**src/shared/uei_pkg.sv**
```systemverilog
// Shared constants for the serial-port event and interrupt logic
// Functional notes
// - Extended enable bit 4: DMA terminal count
// - Extended enable bit 5: transmitter fully empty
// - Consumer-infrared bit 2: overrun or underrun
// - Reads return event register, writes FIFO control
// - Basic mode: four levels, none reads 0001
// - Bit 0 low while anything pending
// - Bits 2..1 give highest pending level
// - Bit 3 flags top receive time-out
// - Bits 7..6 mirror FIFO enable
// - Line error code 0110, cleared by status read
// - Receive level code 0100, level driven
// - Time-out code 1100, cleared by data read
// - Transmit code 0010, cleared by read or write
// - Modem change code 0000, cleared by read
// - Extended: one flag bit per source
// - DMA flag clears on event register read in classic DMA, else when DMA is disabled
// - Extended bit 0: receive level or time-out
// - Extended bit 1: transmit level low
// - Extended bit 2: receive error or break
// - Consumer-infrared bit 2: overrun or underrun
// - Extended bit 3: modem change unless masked
// - Extended enables bits 4 and 5
package uei_pkg;

  // ----------------------------------------
  // Register addresses
  // ----------------------------------------
  localparam logic [2:0] ADDR_DATA = 3'h0;
  localparam logic [2:0] ADDR_IER  = 3'h1;
  localparam logic [2:0] ADDR_EIR  = 3'h2;
  localparam logic [2:0] ADDR_LSR  = 3'h5;
  localparam logic [2:0] ADDR_MSR  = 3'h6;

  // ----------------------------------------
  // Reset values and masks
  // ----------------------------------------
  localparam logic [7:0] IER_RESET     = 8'h00;
  localparam logic [7:0] EIR_RESET     = 8'h01;
  localparam logic [7:0] IER_EXT_MASK  = 8'h3F;
  localparam logic [7:0] IER_BASE_MASK = 8'h0F;
  localparam logic [7:0] RDATA_IDLE    = 8'h00;

  // ----------------------------------------
  // Field positions
  // ----------------------------------------
  localparam int IE_RX     = 0;
  localparam int IE_TX     = 1;
  localparam int IE_LS     = 2;
  localparam int IE_MS     = 3;
  localparam int IE_DMA    = 4;
  localparam int IE_TXEMP  = 5;
  localparam int FCR_EN    = 0;
  localparam int EV_WIDTH  = 6;

  // ----------------------------------------
  // Basic-mode codes
  // ----------------------------------------
  localparam logic [3:0] CODE_NONE  = 4'h1;
  localparam logic [3:0] CODE_LINE  = 4'h6;
  localparam logic [3:0] CODE_RXLVL = 4'h4;
  localparam logic [3:0] CODE_RXTO  = 4'hC;
  localparam logic [3:0] CODE_TXLVL = 4'h2;
  localparam logic [3:0] CODE_MODEM = 4'h0;
  localparam logic [1:0] FIFOS_ON   = 2'h3;
  localparam logic [1:0] FIFOS_OFF  = 2'h0;
  localparam logic [1:0] RSVD_ZERO  = 2'h0;

  typedef enum logic [2:0] {
    SRC_NONE,
    SRC_LINE,
    SRC_RXLVL,
    SRC_RXTO,
    SRC_TXLVL,
    SRC_MODEM
  } uei_src_e;

endpackage

```
**src/core/uei_sync2.sv**
```systemverilog
// Two-stage synchroniser for a level from outside the clock domain
`timescale 1ns/100ps
module uei_sync2
  import uei_pkg::*;
(
  input  wire logic i_clk,
  input  wire logic i_reset_n,
  input  wire logic i_async,
  output logic      o_sync
);

  logic meta;

  always_ff @(posedge i_clk) begin
    if (!i_reset_n) begin
      meta   <= 1'b0;
      o_sync <= 1'b0;
    end else begin
      meta   <= i_async;
      o_sync <= meta;
    end
  end

endmodule // uei_sync2

```
**src/core/uei_event_flag.sv**
```systemverilog
// Sticky event flag where a set beats a simultaneous clear
`timescale 1ns/100ps
module uei_event_flag
  import uei_pkg::*;
(
  input  wire logic i_clk,
  input  wire logic i_reset_n,
  input  wire logic i_set,
  input  wire logic i_clear,
  output logic      o_flag
);

  logic next_flag;

  // Set wins so an event landing on the clearing read is kept
  assign next_flag = i_set | (o_flag & ~i_clear);

  always_ff @(posedge i_clk) begin
    if (!i_reset_n) begin
      o_flag <= 1'b0;
    end else begin
      o_flag <= next_flag;
    end
  end

endmodule // uei_event_flag

```
**src/core/uei_event_irq.sv**
```systemverilog
// Interrupt enable, event identification and request logic
`timescale 1ns/100ps
module uei_event_irq
  import uei_pkg::*;
(
  input  wire logic       i_clk,
  input  wire logic       i_reset_n,
  // Host port
  input  wire logic [2:0] i_addr,
  input  wire logic       i_rd,
  input  wire logic       i_wr,
  input  wire logic [7:0] i_wdata,
  output logic      [7:0] o_rdata,
  // Mode controls
  input  wire logic       i_extended_select,
  input  wire logic       i_ir_mode,
  input  wire logic       i_cir_mode,
  input  wire logic       i_ir_modem_status_select,
  input  wire logic       i_classic_dma,
  input  wire logic       i_dma_enabled,
  // Receiver, transmitter, modem and DMA sources
  input  wire logic       i_rx_level,
  input  wire logic       i_rx_timeout,
  input  wire logic       i_line_error,
  input  wire logic       i_rx_overrun,
  input  wire logic       i_tx_underrun,
  input  wire logic       i_tx_level,
  input  wire logic       i_tx_all_empty,
  input  wire logic       i_modem_change,
  input  wire logic       i_dma_tc,
  // Results
  output logic            o_irq,
  output logic            o_fifos_on
);

  // ----------------------------------------
  // Host access decode
  // ----------------------------------------
  logic       rd_eir;
  logic       rd_lsr;
  logic       rd_msr;
  logic       rd_data;
  logic       wr_ier;
  logic       wr_fcr;
  logic       wr_data;

  assign rd_eir  = i_rd & (i_addr == ADDR_EIR);
  assign wr_fcr  = i_wr & (i_addr == ADDR_EIR);
  assign rd_lsr  = i_rd & (i_addr == ADDR_LSR);
  assign rd_msr  = i_rd & (i_addr == ADDR_MSR);
  assign rd_data = i_rd & (i_addr == ADDR_DATA);
  assign wr_ier  = i_wr & (i_addr == ADDR_IER);
  assign wr_data = i_wr & (i_addr == ADDR_DATA);

  // ----------------------------------------
  // Enable register and FIFO enable
  // ----------------------------------------
  logic [7:0] interrupt_enable_ctl;
  logic [7:0] next_ier;
  logic [7:0] ier_mask;
  logic       fcr_fifo_en;
  logic       fifo_on;
  logic       ext;

  assign ext      = i_extended_select;
  // Upper enables only exist in extended modes; 7..6 stay reserved
  assign ier_mask = ext ? IER_EXT_MASK : IER_BASE_MASK;
  assign next_ier = wr_ier ? (i_wdata & ier_mask) : (interrupt_enable_ctl & ier_mask);
  // Consumer-infrared runs its FIFOs regardless of the enable bit
  assign fifo_on  = fcr_fifo_en | i_cir_mode;

  always_ff @(posedge i_clk) begin
    if (!i_reset_n) begin
      interrupt_enable_ctl         <= IER_RESET;
      fcr_fifo_en <= 1'b0;
    end else begin
      interrupt_enable_ctl <= next_ier;
      if (wr_fcr) begin
        fcr_fifo_en <= i_wdata[FCR_EN];
      end
    end
  end

  // ----------------------------------------
  // Terminal count crossing and edges
  // ----------------------------------------
  logic tc_sync;
  logic tc_q;
  logic tc_rise;
  logic tx_level_q;
  logic tx_rise;

  uei_sync2 u_tc_sync (
    .i_clk     (i_clk),
    .i_reset_n (i_reset_n),
    .i_async   (i_dma_tc),
    .o_sync    (tc_sync)
  );

  assign tc_rise = tc_sync & ~tc_q;
  assign tx_rise = i_tx_level & ~tx_level_q;

  always_ff @(posedge i_clk) begin
    if (!i_reset_n) begin
      tc_q       <= 1'b0;
      tx_level_q <= 1'b0;
    end else begin
      tc_q       <= tc_sync;
      tx_level_q <= i_tx_level;
    end
  end

  // ----------------------------------------
  // Sticky event flags
  // ----------------------------------------
  logic ls_set;
  logic ls_flag;
  logic to_flag;
  logic thre_flag;
  logic thre_clr;
  logic ms_flag;
  logic dma_flag;
  logic dma_clr;
  logic top_is_tx;

  // Consumer-infrared reports overrun or underrun on the same bit
  assign ls_set   = i_cir_mode ? (i_rx_overrun | i_tx_underrun)
                               : i_line_error;
  // The read acknowledges the transmit flag only in basic mode and only when it holds top priority
  assign thre_clr = wr_data | (rd_eir & top_is_tx & ~ext);
  // Non-classic DMA leaves the flag until DMA is switched off
  assign dma_clr  = i_classic_dma ? rd_eir : ~i_dma_enabled;

  uei_event_flag u_ls_flag (
    .i_clk     (i_clk),
    .i_reset_n (i_reset_n),
    .i_set     (ls_set),
    .i_clear   (rd_lsr),
    .o_flag    (ls_flag)
  );

  uei_event_flag u_to_flag (
    .i_clk     (i_clk),
    .i_reset_n (i_reset_n),
    .i_set     (i_rx_timeout),
    .i_clear   (rd_data),
    .o_flag    (to_flag)
  );

  uei_event_flag u_thre_flag (
    .i_clk     (i_clk),
    .i_reset_n (i_reset_n),
    .i_set     (tx_rise),
    .i_clear   (thre_clr),
    .o_flag    (thre_flag)
  );

  uei_event_flag u_ms_flag (
    .i_clk     (i_clk),
    .i_reset_n (i_reset_n),
    .i_set     (i_modem_change),
    .i_clear   (rd_msr),
    .o_flag    (ms_flag)
  );

  uei_event_flag u_dma_flag (
    .i_clk     (i_clk),
    .i_reset_n (i_reset_n),
    .i_set     (tc_rise),
    .i_clear   (dma_clr),
    .o_flag    (dma_flag)
  );

  // ----------------------------------------
  // Basic-mode prioritised code
  // ----------------------------------------
  logic     line_pend;
  logic     rxl_pend;
  logic     rxto_pend;
  logic     tx_pend;
  logic     ms_pend;
  uei_src_e top_src;
  logic [3:0] base_code;
  logic [7:0] eir_base;

  assign line_pend = ls_flag & interrupt_enable_ctl[IE_LS];
  assign rxl_pend  = i_rx_level & interrupt_enable_ctl[IE_RX];
  assign rxto_pend = to_flag & fifo_on & interrupt_enable_ctl[IE_RX];
  assign tx_pend   = thre_flag & interrupt_enable_ctl[IE_TX];
  assign ms_pend   = ms_flag & interrupt_enable_ctl[IE_MS];

  // Four levels, line status first and modem change last
  assign top_src = line_pend ? SRC_LINE  :
                   rxl_pend  ? SRC_RXLVL :
                   rxto_pend ? SRC_RXTO  :
                   tx_pend   ? SRC_TXLVL :
                   ms_pend   ? SRC_MODEM : SRC_NONE;
  assign top_is_tx = (top_src == SRC_TXLVL);

  always_comb begin
    unique case (top_src)
      SRC_LINE:  base_code = CODE_LINE;
      SRC_RXLVL: base_code = CODE_RXLVL;
      SRC_RXTO:  base_code = CODE_RXTO;
      SRC_TXLVL: base_code = CODE_TXLVL;
      SRC_MODEM: base_code = CODE_MODEM;
      SRC_NONE:  base_code = CODE_NONE;
      default:   base_code = CODE_NONE;
    endcase
  end

  // Bit 0 is the inverted pending flag, 2..1 the level, 3 time-out
  assign eir_base = {(fifo_on ? FIFOS_ON : FIFOS_OFF),
                     RSVD_ZERO, base_code};

  // ----------------------------------------
  // Extended-mode per-source flags
  // ----------------------------------------
  logic [EV_WIDTH-1:0] ev;
  logic [7:0]          eir_ext;
  logic                ms_visible;
  logic                rx_bit;
  logic                tx_bit;

  // Flags ignore the enable bits; only the request is gated
  assign rx_bit     = fifo_on ? (i_rx_level | to_flag)
                              : i_rx_level;
  assign tx_bit     = i_tx_level;
  assign ms_visible = ms_flag & ~(i_ir_mode & i_ir_modem_status_select);
  assign ev         = {i_tx_all_empty, dma_flag, ms_visible,
                       ls_flag, tx_bit, rx_bit};
  assign eir_ext    = {RSVD_ZERO, ev};

  // ----------------------------------------
  // Interrupt request
  // ----------------------------------------
  logic [EV_WIDTH-1:0] ev_gate;
  logic                ext_irq;
  logic                base_irq;
  logic                next_irq;

  assign ev_gate[IE_RX]    = interrupt_enable_ctl[IE_RX];
  assign ev_gate[IE_TX]    = interrupt_enable_ctl[IE_TX];
  // In consumer-infrared this enable covers overrun and underrun
  assign ev_gate[IE_LS]    = interrupt_enable_ctl[IE_LS];
  assign ev_gate[IE_MS]    = interrupt_enable_ctl[IE_MS];
  assign ev_gate[IE_DMA]   = interrupt_enable_ctl[IE_DMA] & i_dma_enabled;
  assign ev_gate[IE_TXEMP] = interrupt_enable_ctl[IE_TXEMP];

  assign ext_irq  = |(ev & ev_gate);
  assign base_irq = (top_src != SRC_NONE);
  assign next_irq = ext ? ext_irq : base_irq;

  // ----------------------------------------
  // Read data and output flops
  // ----------------------------------------
  logic [7:0] eir_val;
  logic [7:0] next_rdata;

  assign eir_val    = ext ? eir_ext : eir_base;
  assign next_rdata = rd_eir                            ? eir_val :
                      (i_rd & (i_addr == ADDR_IER))     ? interrupt_enable_ctl :
                                                          RDATA_IDLE;

  always_ff @(posedge i_clk) begin
    if (!i_reset_n) begin
      o_rdata    <= RDATA_IDLE;
      o_irq      <= 1'b0;
      o_fifos_on <= 1'b0;
    end else begin
      o_rdata    <= next_rdata;
      o_irq      <= next_irq;
      o_fifos_on <= fifo_on;
    end
  end
endmodule // uei_event_irq

```
**config.mk**
```make
export PLATFORM = sky130hd
export DESIGN_NAME = uei_event_irq
export DESIGN_NICKNAME = d
export VERILOG_FILES = /design/src/shared/uei_pkg.sv /design/src/core/uei_sync2.sv /design/src/core/uei_event_flag.sv /design/src/core/uei_event_irq.sv
export SDC_FILE = /design/constraint.sdc
export NUM_CORES = 1
export LEC_CHECK = 0
export ABC_AREA = 1
export ABC_CLOCK_PERIOD_IN_PS = 1280
export BUFFER_PORTS_ARGS = -buffer_cell sky130_fd_sc_hd__buf_2
export CORE_AREA = 2 2 52 54
export CTS_CLUSTER_DIAMETER = 120
export CTS_CLUSTER_SIZE = 40
export DETAILED_ROUTE_END_ITERATION = 16
export DIE_AREA = 0 0 54 56
export GPL_TIMING_DRIVEN = 1
export PLACE_DENSITY = 0.75
export SETUP_SLACK_MARGIN = 0.1
export SYNTH_ARGS = -nofsm -noshare
export SYNTH_HDL_FRONTEND = slang
export SYNTH_SLANG_ARGS = --single-unit
```
**constraint.sdc**
```tcl
create_clock -name i_clk -period 1.28 [get_ports i_clk]
set_input_delay 0.128 -clock i_clk [delete_from_list [all_inputs] [get_ports i_clk]]
set_output_delay 0.128 -clock i_clk [all_outputs]
set_load 0.05 [all_outputs]
```
-- Word-level counts from Yosys, hierarchy flattened
Index checks and enable logic that the tools add are counted.
- flip-flop bits (word level): 28
- latch bits: 0
- RAM bits: 0
- bits in read-only memories: 0
- input port bits: 30
- output and inout port bits: 10
- logic and storage cells: 90
- memories kept: 0
- add/subtract/negate cells: 0
- multiply operators: 0
- divide/modulo/power cells: 0
- order comparisons: 0
- equal/unequal tests: 9
- shift operators: 0
- muxes and demuxes: 16
- bitwise gates (word level): 48
- reductions and logical operators: 3
- operator list (cell ; number):
    2-to-1 mux 8 bit ; 4
    AND 1 bit ; 26
    case mux 4 bit (5 select lines) ; 1
    AND 8 x 6 -> 8 bit ; 2
    2-to-1 mux 3 bit ; 5
    == test 3 bit (second input constant) ; 4
    inverter 1 bit ; 10
    == test 3 x 2 -> 1 bit (second input constant) ; 3
    bitwise OR 1 bit ; 9
    AND 6 bit ; 1
    == test 3 x 1 -> 1 bit (second input constant) ; 2
    2-to-1 mux 6 bit ; 1
    OR reduction 6 bit ; 1
    2-to-1 mux 1 bit ; 4
    zero test 3 bit ; 1
    nonzero test 3 bit ; 1
    2-to-1 mux 2 bit ; 1

-- Longest topological paths before layout
Gate-level depths: netlist of run 1.
- depth after elaboration: 13
- gate-level depth with buffers: 12
- mapped depth without buffers: 12

-- By module
Synthesis of run 1 repeated with hierarchy kept, for this count alone.
- cells, all modules: 172
- area, all modules: 1201.2 um^2
- modules (own cells, without submodules) (module ; times used ; cells each ; area each (um^2) ; sequential area each (um^2)):
    uei_event_irq ; 1 ; 136 ; 927.1 ; 360.3
    uei_event_flag ; 5 ; 6 ; 43.8 ; 20.0
    uei_sync2 ; 1 ; 6 ; 55.1 ; 40.0

-- Worst setup path after synthesis of run 1
OpenSTA, ideal clock, no wires.
- path type: reg-to-reg
- from: reg fcr_fifo_en
- to: reg u_thre_flag.o_flag
- setup time: 119 ps
- data arrival time: 911 ps
- data required time: 1161 ps
- path slack: 250 ps
- cell stages (with the launch flop): 9
- buffers on the path: 0
- clock period less this slack: 1030 ps
- path through: dfxtp_1 inv_1 nand2_2 nand3_2 nand3_1 nor2_1 nand2_1 nor3_1 o21bai_1
- word-level cells in the longest chain between the ends: 13
- ends and longest elaborated chain (element ; line ; source):
    start: declaration ; uei_event_irq.sv:61 ; logic fcr_fifo_en;
    start signal: assignment ; uei_event_irq.sv:79 ; fcr_fifo_en <= i_wdata[FCR_EN];
    bitwise OR 1 bit ; uei_event_irq.sv:70 ; assign fifo_on = fcr_fifo_en | i_cir_mode;
    AND 1 bit (2 in a row) ; uei_event_irq.sv:188 ; assign rxto_pend = to_flag & fifo_on & interrupt_enable_ctl[IE_RX];
    2-to-1 mux 3 bit ; uei_event_irq.sv:195 ; rxto_pend ? SRC_RXTO :
    2-to-1 mux 3 bit ; uei_event_irq.sv:194 ; rxl_pend ? SRC_RXLVL :
    2-to-1 mux 3 bit ; uei_event_irq.sv:193 ; assign top_src = line_pend ? SRC_LINE :
    == test 3 bit ; uei_event_irq.sv:198 ; assign top_is_tx = (top_src == SRC_TXLVL);
    AND 1 bit (2 in a row) ; uei_event_irq.sv:130 ; assign thre_clr = wr_data | (rd_eir & top_is_tx & ~ext);
    bitwise OR 1 bit ; uei_event_irq.sv:130 ;
    inverter 1 bit ; uei_event_flag.sv:16 ; assign next_flag = i_set | (o_flag & ~i_clear);
    AND 1 bit ; uei_event_flag.sv:16 ;
    bitwise OR 1 bit ; uei_event_flag.sv:16 ;
    end signal: assignment ; uei_event_flag.sv:22 ; o_flag <= next_flag;
    end: declaration ; uei_event_flag.sv:10 ; output logic o_flag
Every way passes these cells.
A chain may end at the register's enable or synchronous reset.

-- Worst setup path in the final report of run 1
- from: reg interrupt_enable_ctl[1]
- to: reg o_rdata[1]
- word-level cells in the longest chain between the ends: 9
- elaborated cells between the ends (all ways): 14
- those cells by class: eq/ne (5); mux (8); bitwise (1)
- ends and longest elaborated chain (element ; line ; source):
    start: declaration ; uei_event_irq.sv:58 ; logic [7:0] interrupt_enable_ctl;
    start signal: assignment ; uei_event_irq.sv:77 ; interrupt_enable_ctl <= next_ier;
    AND 1 bit ; uei_event_irq.sv:189 ; assign tx_pend = thre_flag & interrupt_enable_ctl[IE_TX];
    2-to-1 mux 3 bit ; uei_event_irq.sv:196 ; tx_pend ? SRC_TXLVL :
    2-to-1 mux 3 bit ; uei_event_irq.sv:195 ;
    2-to-1 mux 3 bit ; uei_event_irq.sv:194 ;
    2-to-1 mux 3 bit ; uei_event_irq.sv:193 ;
    == test 3 bit (tied with other cells) ; uei_event_irq.sv:201 ; unique case (top_src)
    case mux 4 bit (5 select lines) ; uei_event_irq.sv:201 ;
    2-to-1 mux 8 bit ; uei_event_irq.sv:260 ; assign eir_val = ext ? eir_ext : eir_base;
    2-to-1 mux 8 bit * ; uei_event_irq.sv:261 ; assign next_rdata = rd_eir ? eir_val :
    end signal: assignment ; uei_event_irq.sv:271 ; o_rdata <= next_rdata;
    end: declaration ; uei_event_irq.sv:13 ; output logic [7:0] o_rdata,
Mark *: on every way between the ends. The rest lies on a longest branch, timed or not.

==> metrics.md, run 1 <==
| Metric | Value |
|---|---|
| WP data arrival | `1510 ps` |
| Largest family of logic cells by synthesized area | `simple AND/OR/NAND/NOR gates` |
| Gpl congestion | `0.9112` |
| Finished Core Util | `0.6008` |
| Row count | `18` |
| Clock share of power | `0.257` |
| Clock Skew | `1.091 ps` |
| Via density | `5.018` |
| Vias post-DR | `1,144` |
| Final hold violation count | `0` |
| Sw power | `389.1 µW` |
| Element type at the critical path start | `flip-flop` |
| Crit path buffers/inverters | `0` |
| Least-Margin Pin Slew | `446.6 ps` |
| Slew HR | `0.7019` |
| Initial antenna violation count | `0` |
| Syn_area_per_cell | `7.273 µm²` |
| Pre-antenna DRT Iters | `5` |
| Chip Width | `54 µm` |
| Worst VDD drop | `0.6600 mV` |
| Sequence of cells on the critical path | `nand2_1 -> nand3_2 -> nand2_2 -> nand2_2 -> nand2_1 -> nand2_1 -> nand2_1 -> nand2_1 -> nand2_1 -> nand2_1 -> nand2_1` |
| Final-report max-slew violation count | `0` |
| PD cells | `956.3 mW/mm²` |
| Mux cell area share after synthesis | `0` |
| Largest net degree at the start of global routing | `15` |
| Number of synthesis warnings | `0` |
| Hold WC Path Type | `primary input to flip-flop` |
| Cell-internal power | `1008 µW` |
| Core region area | `0.002432 mm²` |
| Met2 wire length | `1421 µm` |
| Yosys reg bits | `25` |
| Compound-Gate Fraction of Synth Area | `0.1731` |
| Critical Path RT | `1510 ps` |
| Gr ovfl total | `0` |
| Fin area | `0.001461 mm²` |
| Worst setup margin | `4.059 ps` |
| Post-Synth Simple-Gate Area | `0.2897` |
| Final setup vio count | `0` |
| I/O Pins | `40` |
| ANT nets after route | `0` |
| Cell Area, Synth | `0.001127 mm²` |
| ANT cells | `0` |
| DR top layer | `met4` |
| Fmax | `783.7 MHz` |
| Number of global-route vias before repair | `1,033` |
| First-pass GRT wire length | `4160 µm` |
| Clock Path Buffers | `2` |
| Slowest-stage cell, CP | `dfxtp_2` |
| Crit. End Element | `flip-flop` |
| RSZ-0062 raised after global routing | `true` |
| Post-DP HPWL | `2038 µm` |
| Total CTS buffers | `3` |
| Sequential share of the synthesized area | `0.4440` |
| Share of the synthesized area in the top cell type | `0.4440` |
| Largest cells by area after synthesis | `dfxtp_1 44%, nand2_1 13%, inv_1 6.3%, a21oi_1 5.8%, nor2_1 3.7%` |
| Syn nets | `185` |
| Placed cell area | `0.001339 mm²` |
| Sw Ratio | `0.2784` |
| Root buffer cell | `clkbuf_4` |
| Final worst path period need | `1276 ps` |
| Status | `finished clean` |
| Sequential share of power | `0.591` |
| Die Span Y | `56 µm` |
| Max-cap check violation count | `0` |
| Total track usage | `0.1833` |
| Starting DRT DRC Count | `36` |
| Nets | `229` |
| Final worst path period share | `0.9968` |
| Synth unique cells | `26` |
| CP max FO | `4` |
| Clock sink total | `25` |
| Total die area | `0.003024 mm²` |
| Wire length per cell | `12.30 µm` |
| Critical path start-end classification | `flip-flop to flip-flop` |
| DRC viols | `0` |
| Area delta synth->final | `29.63%` |
| Pwr Total | `1398 µW` |
| Routed wl met3 | `146 µm` |
| Comb power frac | `0.152` |
| Post-Synth Adder-Cell Area | `0` |
| Clk slew on worst S/H paths | `140 ps` |
| Top delay family on crit path | `simple AND/OR/NAND/NOR gates` |
| Max incr delay on CP | `380 ps` |
| PortBufs | `37` |
| Share of layout cells above drive strength 1 | `0.3788` |
| Lkg Pwr | `0.0007035 µW` |
| Max H-tree Level | `1` |
| Most used cell, CP | `nand2_1` |
| Synth area leader | `dfxtp_1` |
| Cells after synthesis | `155` |
| Routed wire length | `2805 µm` |
| Clk Latency, worst-skew pair | `320 ps` |
| Initial Utilization | `0.4635` |
| Xor/xnor share of the synthesized area | `0` |
| Met1 Wirelength | `1176 µm` |
| Place WS | `104.2 ps` |
| CTS tree | `done` |
## repair_timing
item                                    4_1_cts  5_1_grt
gates resized for setup                       1       20
setup buffers                                 0        3
hold endpoints to repair                      1        0
endpoints found under the setup margin        2        6
hold buffers                                  1        0
pin swaps                                     0        3
## state kept, by name, indices dropped and copies added, names as in the netlist
register              count
interrupt_enable_ctl      6
u_to_flag.o_flag          1
u_dma_flag.o_flag         1
o_rdata                   7
u_tc_sync.o_sync          1
tx_level_q                1
o_irq                     1
fcr_fifo_en               1
tc_q                      1
u_tc_sync.meta            1
u_ms_flag.o_flag          1
u_ls_flag.o_flag          1
o_fifos_on                1
u_thre_flag.o_flag        1
## kinds of logic after synthesis
kind of cell / Yosys count
buffers and inverters: 25
flip-flops: 25
AND/OR/NAND/NOR: 72
AO/OA/AOI/OAI: 33
## per-layer routing
metal	up-vias	GRT usage
met4	0	0.08214
met3	6	0.02688
li1	588	-
met1	519	0.2155
met2	31	0.3153
met5	-	0
## power by group through the flow
stage	Combinational, µW	Sequential [µW]	Clock [µW]
after floorplan	96.4	854	0
after global placement	189	838	0
after detailed placement	194	840	0
after global routing	234	831	395
after CTS	197	822	364
final	212	826	359
## tightest hold or removal path: cells and delay by family
family	cells	cell delay (ps)
and+or+nand+nor	1	70
buffers and inverters	1	80
AOI/OAI and AO/OA	1	30
## cell type report
| type | count | area, µm² |
|---|---|---|
| Inverter | 21 | 78.83 |
| Clock inverter | 1 | 5.005 |
| Fill cell | 234 | 970.9 |
| Multi-Input combinational cell | 105 | 575.6 |
| Sequential cell | 25 | 509.2 |
| Clock buffer | 3 | 22.52 |
| Timing Repair Buffer | 43 | 232.7 |
| Tap cell | 30 | 37.54 |
## worst paths after layout
path                            from          endpoint  slack [ps]  cells past startpoint
max          interrupt_enable_ctl[1]        o_rdata[1]           4                     11
min                     i_rx_timeout  u_to_flag.o_flag           9                      3
max reg2reg  interrupt_enable_ctl[1]        o_rdata[1]           4                     11
min reg2reg           u_tc_sync.meta  u_tc_sync.o_sync         440                      2
## placed cells by master, fill, tap and decap left out, types with 5 or more instances in the layout
cell and instances:
buf_2 37, nand2_1 35, dfxtp_1 20, inv_1 18, a21oi_1 12, nor2_1 10, nand2_2 7, o21ai_0 6
nand3_1 6, buf_4 5
## Yosys cell counts, drive strengths merged
cell type / n
o31ai: 1
buf: 3
nand4: 2
o22ai: 1
nand3: 9
a21oi: 13
nand2: 43
o21ai: 14
inv: 21
o32ai: 2
nor2: 13
clkbuf: 1
or2: 1
dfxtp: 25
nor3: 2
o21bai: 1
nor4: 2
a31oi: 1
## through the flow
stage          TNS [ps]  hold WS, ps  std cells
2_1_floorplan         0        205.4        155
3_3_place_gp          0        310.7        220
3_5_place_dp          0        316.7        220
4_1_cts               0        9.994        225
5_1_grt          -69.75        6.576        228
6_report              0        9.324        228
Power figures use the tool's default switching activity.
==> run 2, diff against run 1 <==
--- a/config.mk
+++ b/config.mk
@@ -6,11 +6,11 @@
 export NUM_CORES = 1
 export LEC_CHECK = 0
 export ABC_AREA = 1
-export ABC_CLOCK_PERIOD_IN_PS = 1280
+export ABC_CLOCK_PERIOD_IN_PS = 1400
 export BUFFER_PORTS_ARGS = -buffer_cell sky130_fd_sc_hd__buf_2
 export CORE_AREA = 2 2 52 54
 export CTS_CLUSTER_DIAMETER = 120
-export CTS_CLUSTER_SIZE = 40
+export CTS_CLUSTER_SIZE = 20
 export DETAILED_ROUTE_END_ITERATION = 16
 export DIE_AREA = 0 0 54 56
 export GPL_TIMING_DRIVEN = 1
==> constraint.sdc (replaced) <==
create_clock -name i_clk -period 1.4 [get_ports i_clk]
set_input_delay 0.14 -clock i_clk [delete_from_list [all_inputs] [get_ports i_clk]]
set_output_delay 0.14 -clock i_clk [all_outputs]
set_load 0.05 [all_outputs]
==> metrics.md, run 2 (synthesized netlist as in run 1, its figures left out) <==
| Metric | Value |
|---|---|
| Max H-tree Level | `1 (unchanged)` |
| Starting DRT DRC Count | `19 (was 36)` |
| Setup TNS | `0 ps (unchanged)` |
| Final-report max-slew violation count | `0 (unchanged)` |
| Root buffer cell | `clkbuf_4 (unchanged)` |
| Flop2flop setup slack | `230 ps (was 4 ps)` |
| Commonest non-fill, non-tap cell in the layout | `nand2_1 (was buf_2)` |
| Max-cap check violation count | `0 (unchanged)` |
| Total die area | `0.003024 mm² (unchanged)` |
| ANT nets after route | `0 (unchanged)` |
| Initial Utilization | `0.4635 (unchanged)` |
| Sequence of cells on the critical path | `nand3_2 -> nand2_1 -> nand2_1 -> nand2_1 -> nand2_1 -> nand2_1 -> nand2_1 -> nand2_1 -> nand2_1 (was nand2_1 -> nand3_2 -> nand2_2 -> nand2_2 -> nand2_1 -> nand2_1 -> nand2_1 -> nand2_1 -> nand2_1 -> nand2_1 -> nand2_1)` |
| Max FFs per register | `7 (unchanged)` |
| PortBufs | `37 (unchanged)` |
| Least-Margin Pin Slew | `452.4 ps (was 446.6 ps)` |
| Critical Path RT | `1640 ps (was 1510 ps)` |
| Via density | `4.996 (was 5.018)` |
| Final worst path period need | `1167 ps (was 1276 ps)` |
| Hold Slack | `18.94 ps (was 9.324 ps)` |
| Worst setup margin | `232.8 ps (was 4.059 ps)` |
| Top flop regs | `o_rdata: 7 flops, interrupt_enable_ctl: 6 flops (unchanged)` |
| Vias post-DR | `1,119 (was 1,144)` |
| I/O Pins | `40 (unchanged)` |
| Gpl congestion | `0.9179 (was 0.9112)` |
| Fmax | `856.8 MHz (was 783.7 MHz)` |
| Number of global-route vias before repair | `984 (was 1,033)` |
| Fin cells | `224 (was 228)` |
| Clk Latency, worst-skew pair | `320 ps (about the same)` |
| Wire length per cell | `11.29 µm (was 12.30 µm)` |
| Hold WC Path Type | `primary input to flip-flop (unchanged)` |
| Post-DP HPWL | `1949 µm (was 2038 µm)` |
| Slew HR | `0.6981 (was 0.7019)` |
| Element type at the critical path start | `flip-flop (unchanged)` |
| Most used cell, CP | `nand2_1 (unchanged)` |
| WP data arrival | `1410 ps (was 1510 ps)` |
| CP max FO | `4 (unchanged)` |
| Gr ovfl total | `0 (unchanged)` |
| Largest net degree at the start of global routing | `16 (was 15)` |
| Most frequent cells in the layout | `40 x nand2_1, 37 x buf_2, 25 x dfxtp_1 (was 37 x buf_2, 35 x nand2_1, 20 x dfxtp_1)` |
| RSZ-0062 raised after global routing | `false (was true)` |
| Total CTS buffers | `3 (unchanged)` |
| Clock Skew | `2.264 ps (was 1.091 ps)` |
| PD cells | `917.8 mW/mm² (was 956.3 mW/mm²)` |
| Dpl cells | `219 (was 220)` |
| Core region area | `0.002432 mm² (unchanged)` |
| DRC viols | `0 (unchanged)` |
| Status | `finished clean (unchanged)` |
| Register with the most flip-flops | `o_rdata (unchanged)` |
| Place WS | `226.6 ps (was 104.2 ps)` |
| Lkg Pwr | `0.0006758 µW (was 0.0007035 µW)` |
| Total track usage | `0.1871 (was 0.1833)` |
| Critical path start-end classification | `flip-flop to flip-flop (unchanged)` |
| Routed wire length | `2529 µm (was 2805 µm)` |
| Row count | `18 (unchanged)` |
| Pre-antenna DRT Iters | `4 (was 5)` |
| First-pass GRT wire length | `4236 µm (was 4160 µm)` |
| Initial antenna violation count | `0 (unchanged)` |
| Area delta synth->final | `22.53% (was 29.63%)` |
| Max incr delay on CP | `440 ps (was 380 ps)` |
| Final hold violation count | `0 (unchanged)` |
| Clock Path Buffers | `2 (unchanged)` |
| Clk slew on worst S/H paths | `140 ps (about the same)` |
| CTS tree | `done (unchanged)` |
| ANT cells | `0 (unchanged)` |
| Final worst path period share | `0.8337 (was 0.9968)` |
| Nets | `225 (was 229)` |
| Slowest-stage cell, CP | `dfxtp_1 (was dfxtp_2)` |
| Die Span Y | `56 µm (unchanged)` |
| Clock sink total | `25 (unchanged)` |
| Crit. End Element | `flip-flop (unchanged)` |
| Worst VDD drop | `0.5610 mV (was 0.6600 mV)` |
| Final setup vio count | `0 (unchanged)` |
| Chip Width | `54 µm (unchanged)` |
| Share of layout cells above drive strength 1 | `0.2938 (was 0.3788)` |
| FILL cells | `243 (was 234)` |
-- run 2: through the flow --
step	power, µW	util	cell area, µm²
6_report	1268	0.5679	1381
3_5_place_dp	941.2	0.5473	1331
4_1_cts	1275	0.5638	1371
5_1_grt	1331	0.5679	1381
3_3_place_gp	936.5	0.5473	1331
2_1_floorplan	868.5	-	1127
-- run 2: final cells by class --
type | instances | area, µm² | area share
clock buffer | 3 | 22.52 | 0.01630
sequential | 25 | 500.5 | 0.3623
inverter | 21 | 78.83 | 0.05707
clock inverter | 1 | 7.507 | 0.005435
multi-input combinational | 105 | 531.8 | 0.3850
tap | 30 | 37.54 | 0.02717
timing repair buffer | 39 | 202.7 | 0.1467
-- run 2: where the power goes --
| part | internal (µW) | switching, µW |
|---|---|---|
| registers | 738 | 13.8 |
| logic | 68.3 | 110 |
| clock network | 109 | 229 |
| total | 915 | 353 |
-- run 2: layer usage --
layer,track usage,part of all wire
met3,0.01613,0.056
met2,0.2979,0.48
met4,0.1000,0.023
met1,0.2425,0.44
met5,0,0
-- run 2: path summary, 6_finish.rpt --
kind / start / cells past startpoint / to
worst min register to register: u_tc_sync.meta / 2 / u_tc_sync.o_sync
worst min-delay path: i_rx_timeout / 3 / u_to_flag.o_flag
worst max register to register: interrupt_enable_ctl[0] / 9 / o_rdata[1]
worst max-delay path: interrupt_enable_ctl[0] / 9 / o_rdata[1]
-- run 2: repair_timing --
item	in CTS	in global routing
endpoints found under the hold margin	1	0
buffers inserted	0	0
setup endpoints to repair	0	3
resized for setup	0	2
hold buffers	1	0
-- run 2: worst max-delay path, delay by kind of cell, from the launching register on --
| family | cells | cell delay (ps) |
|---|---|---|
| and+or+nand+nor | 9 | 650 |
| DFF | 1 | 440 |
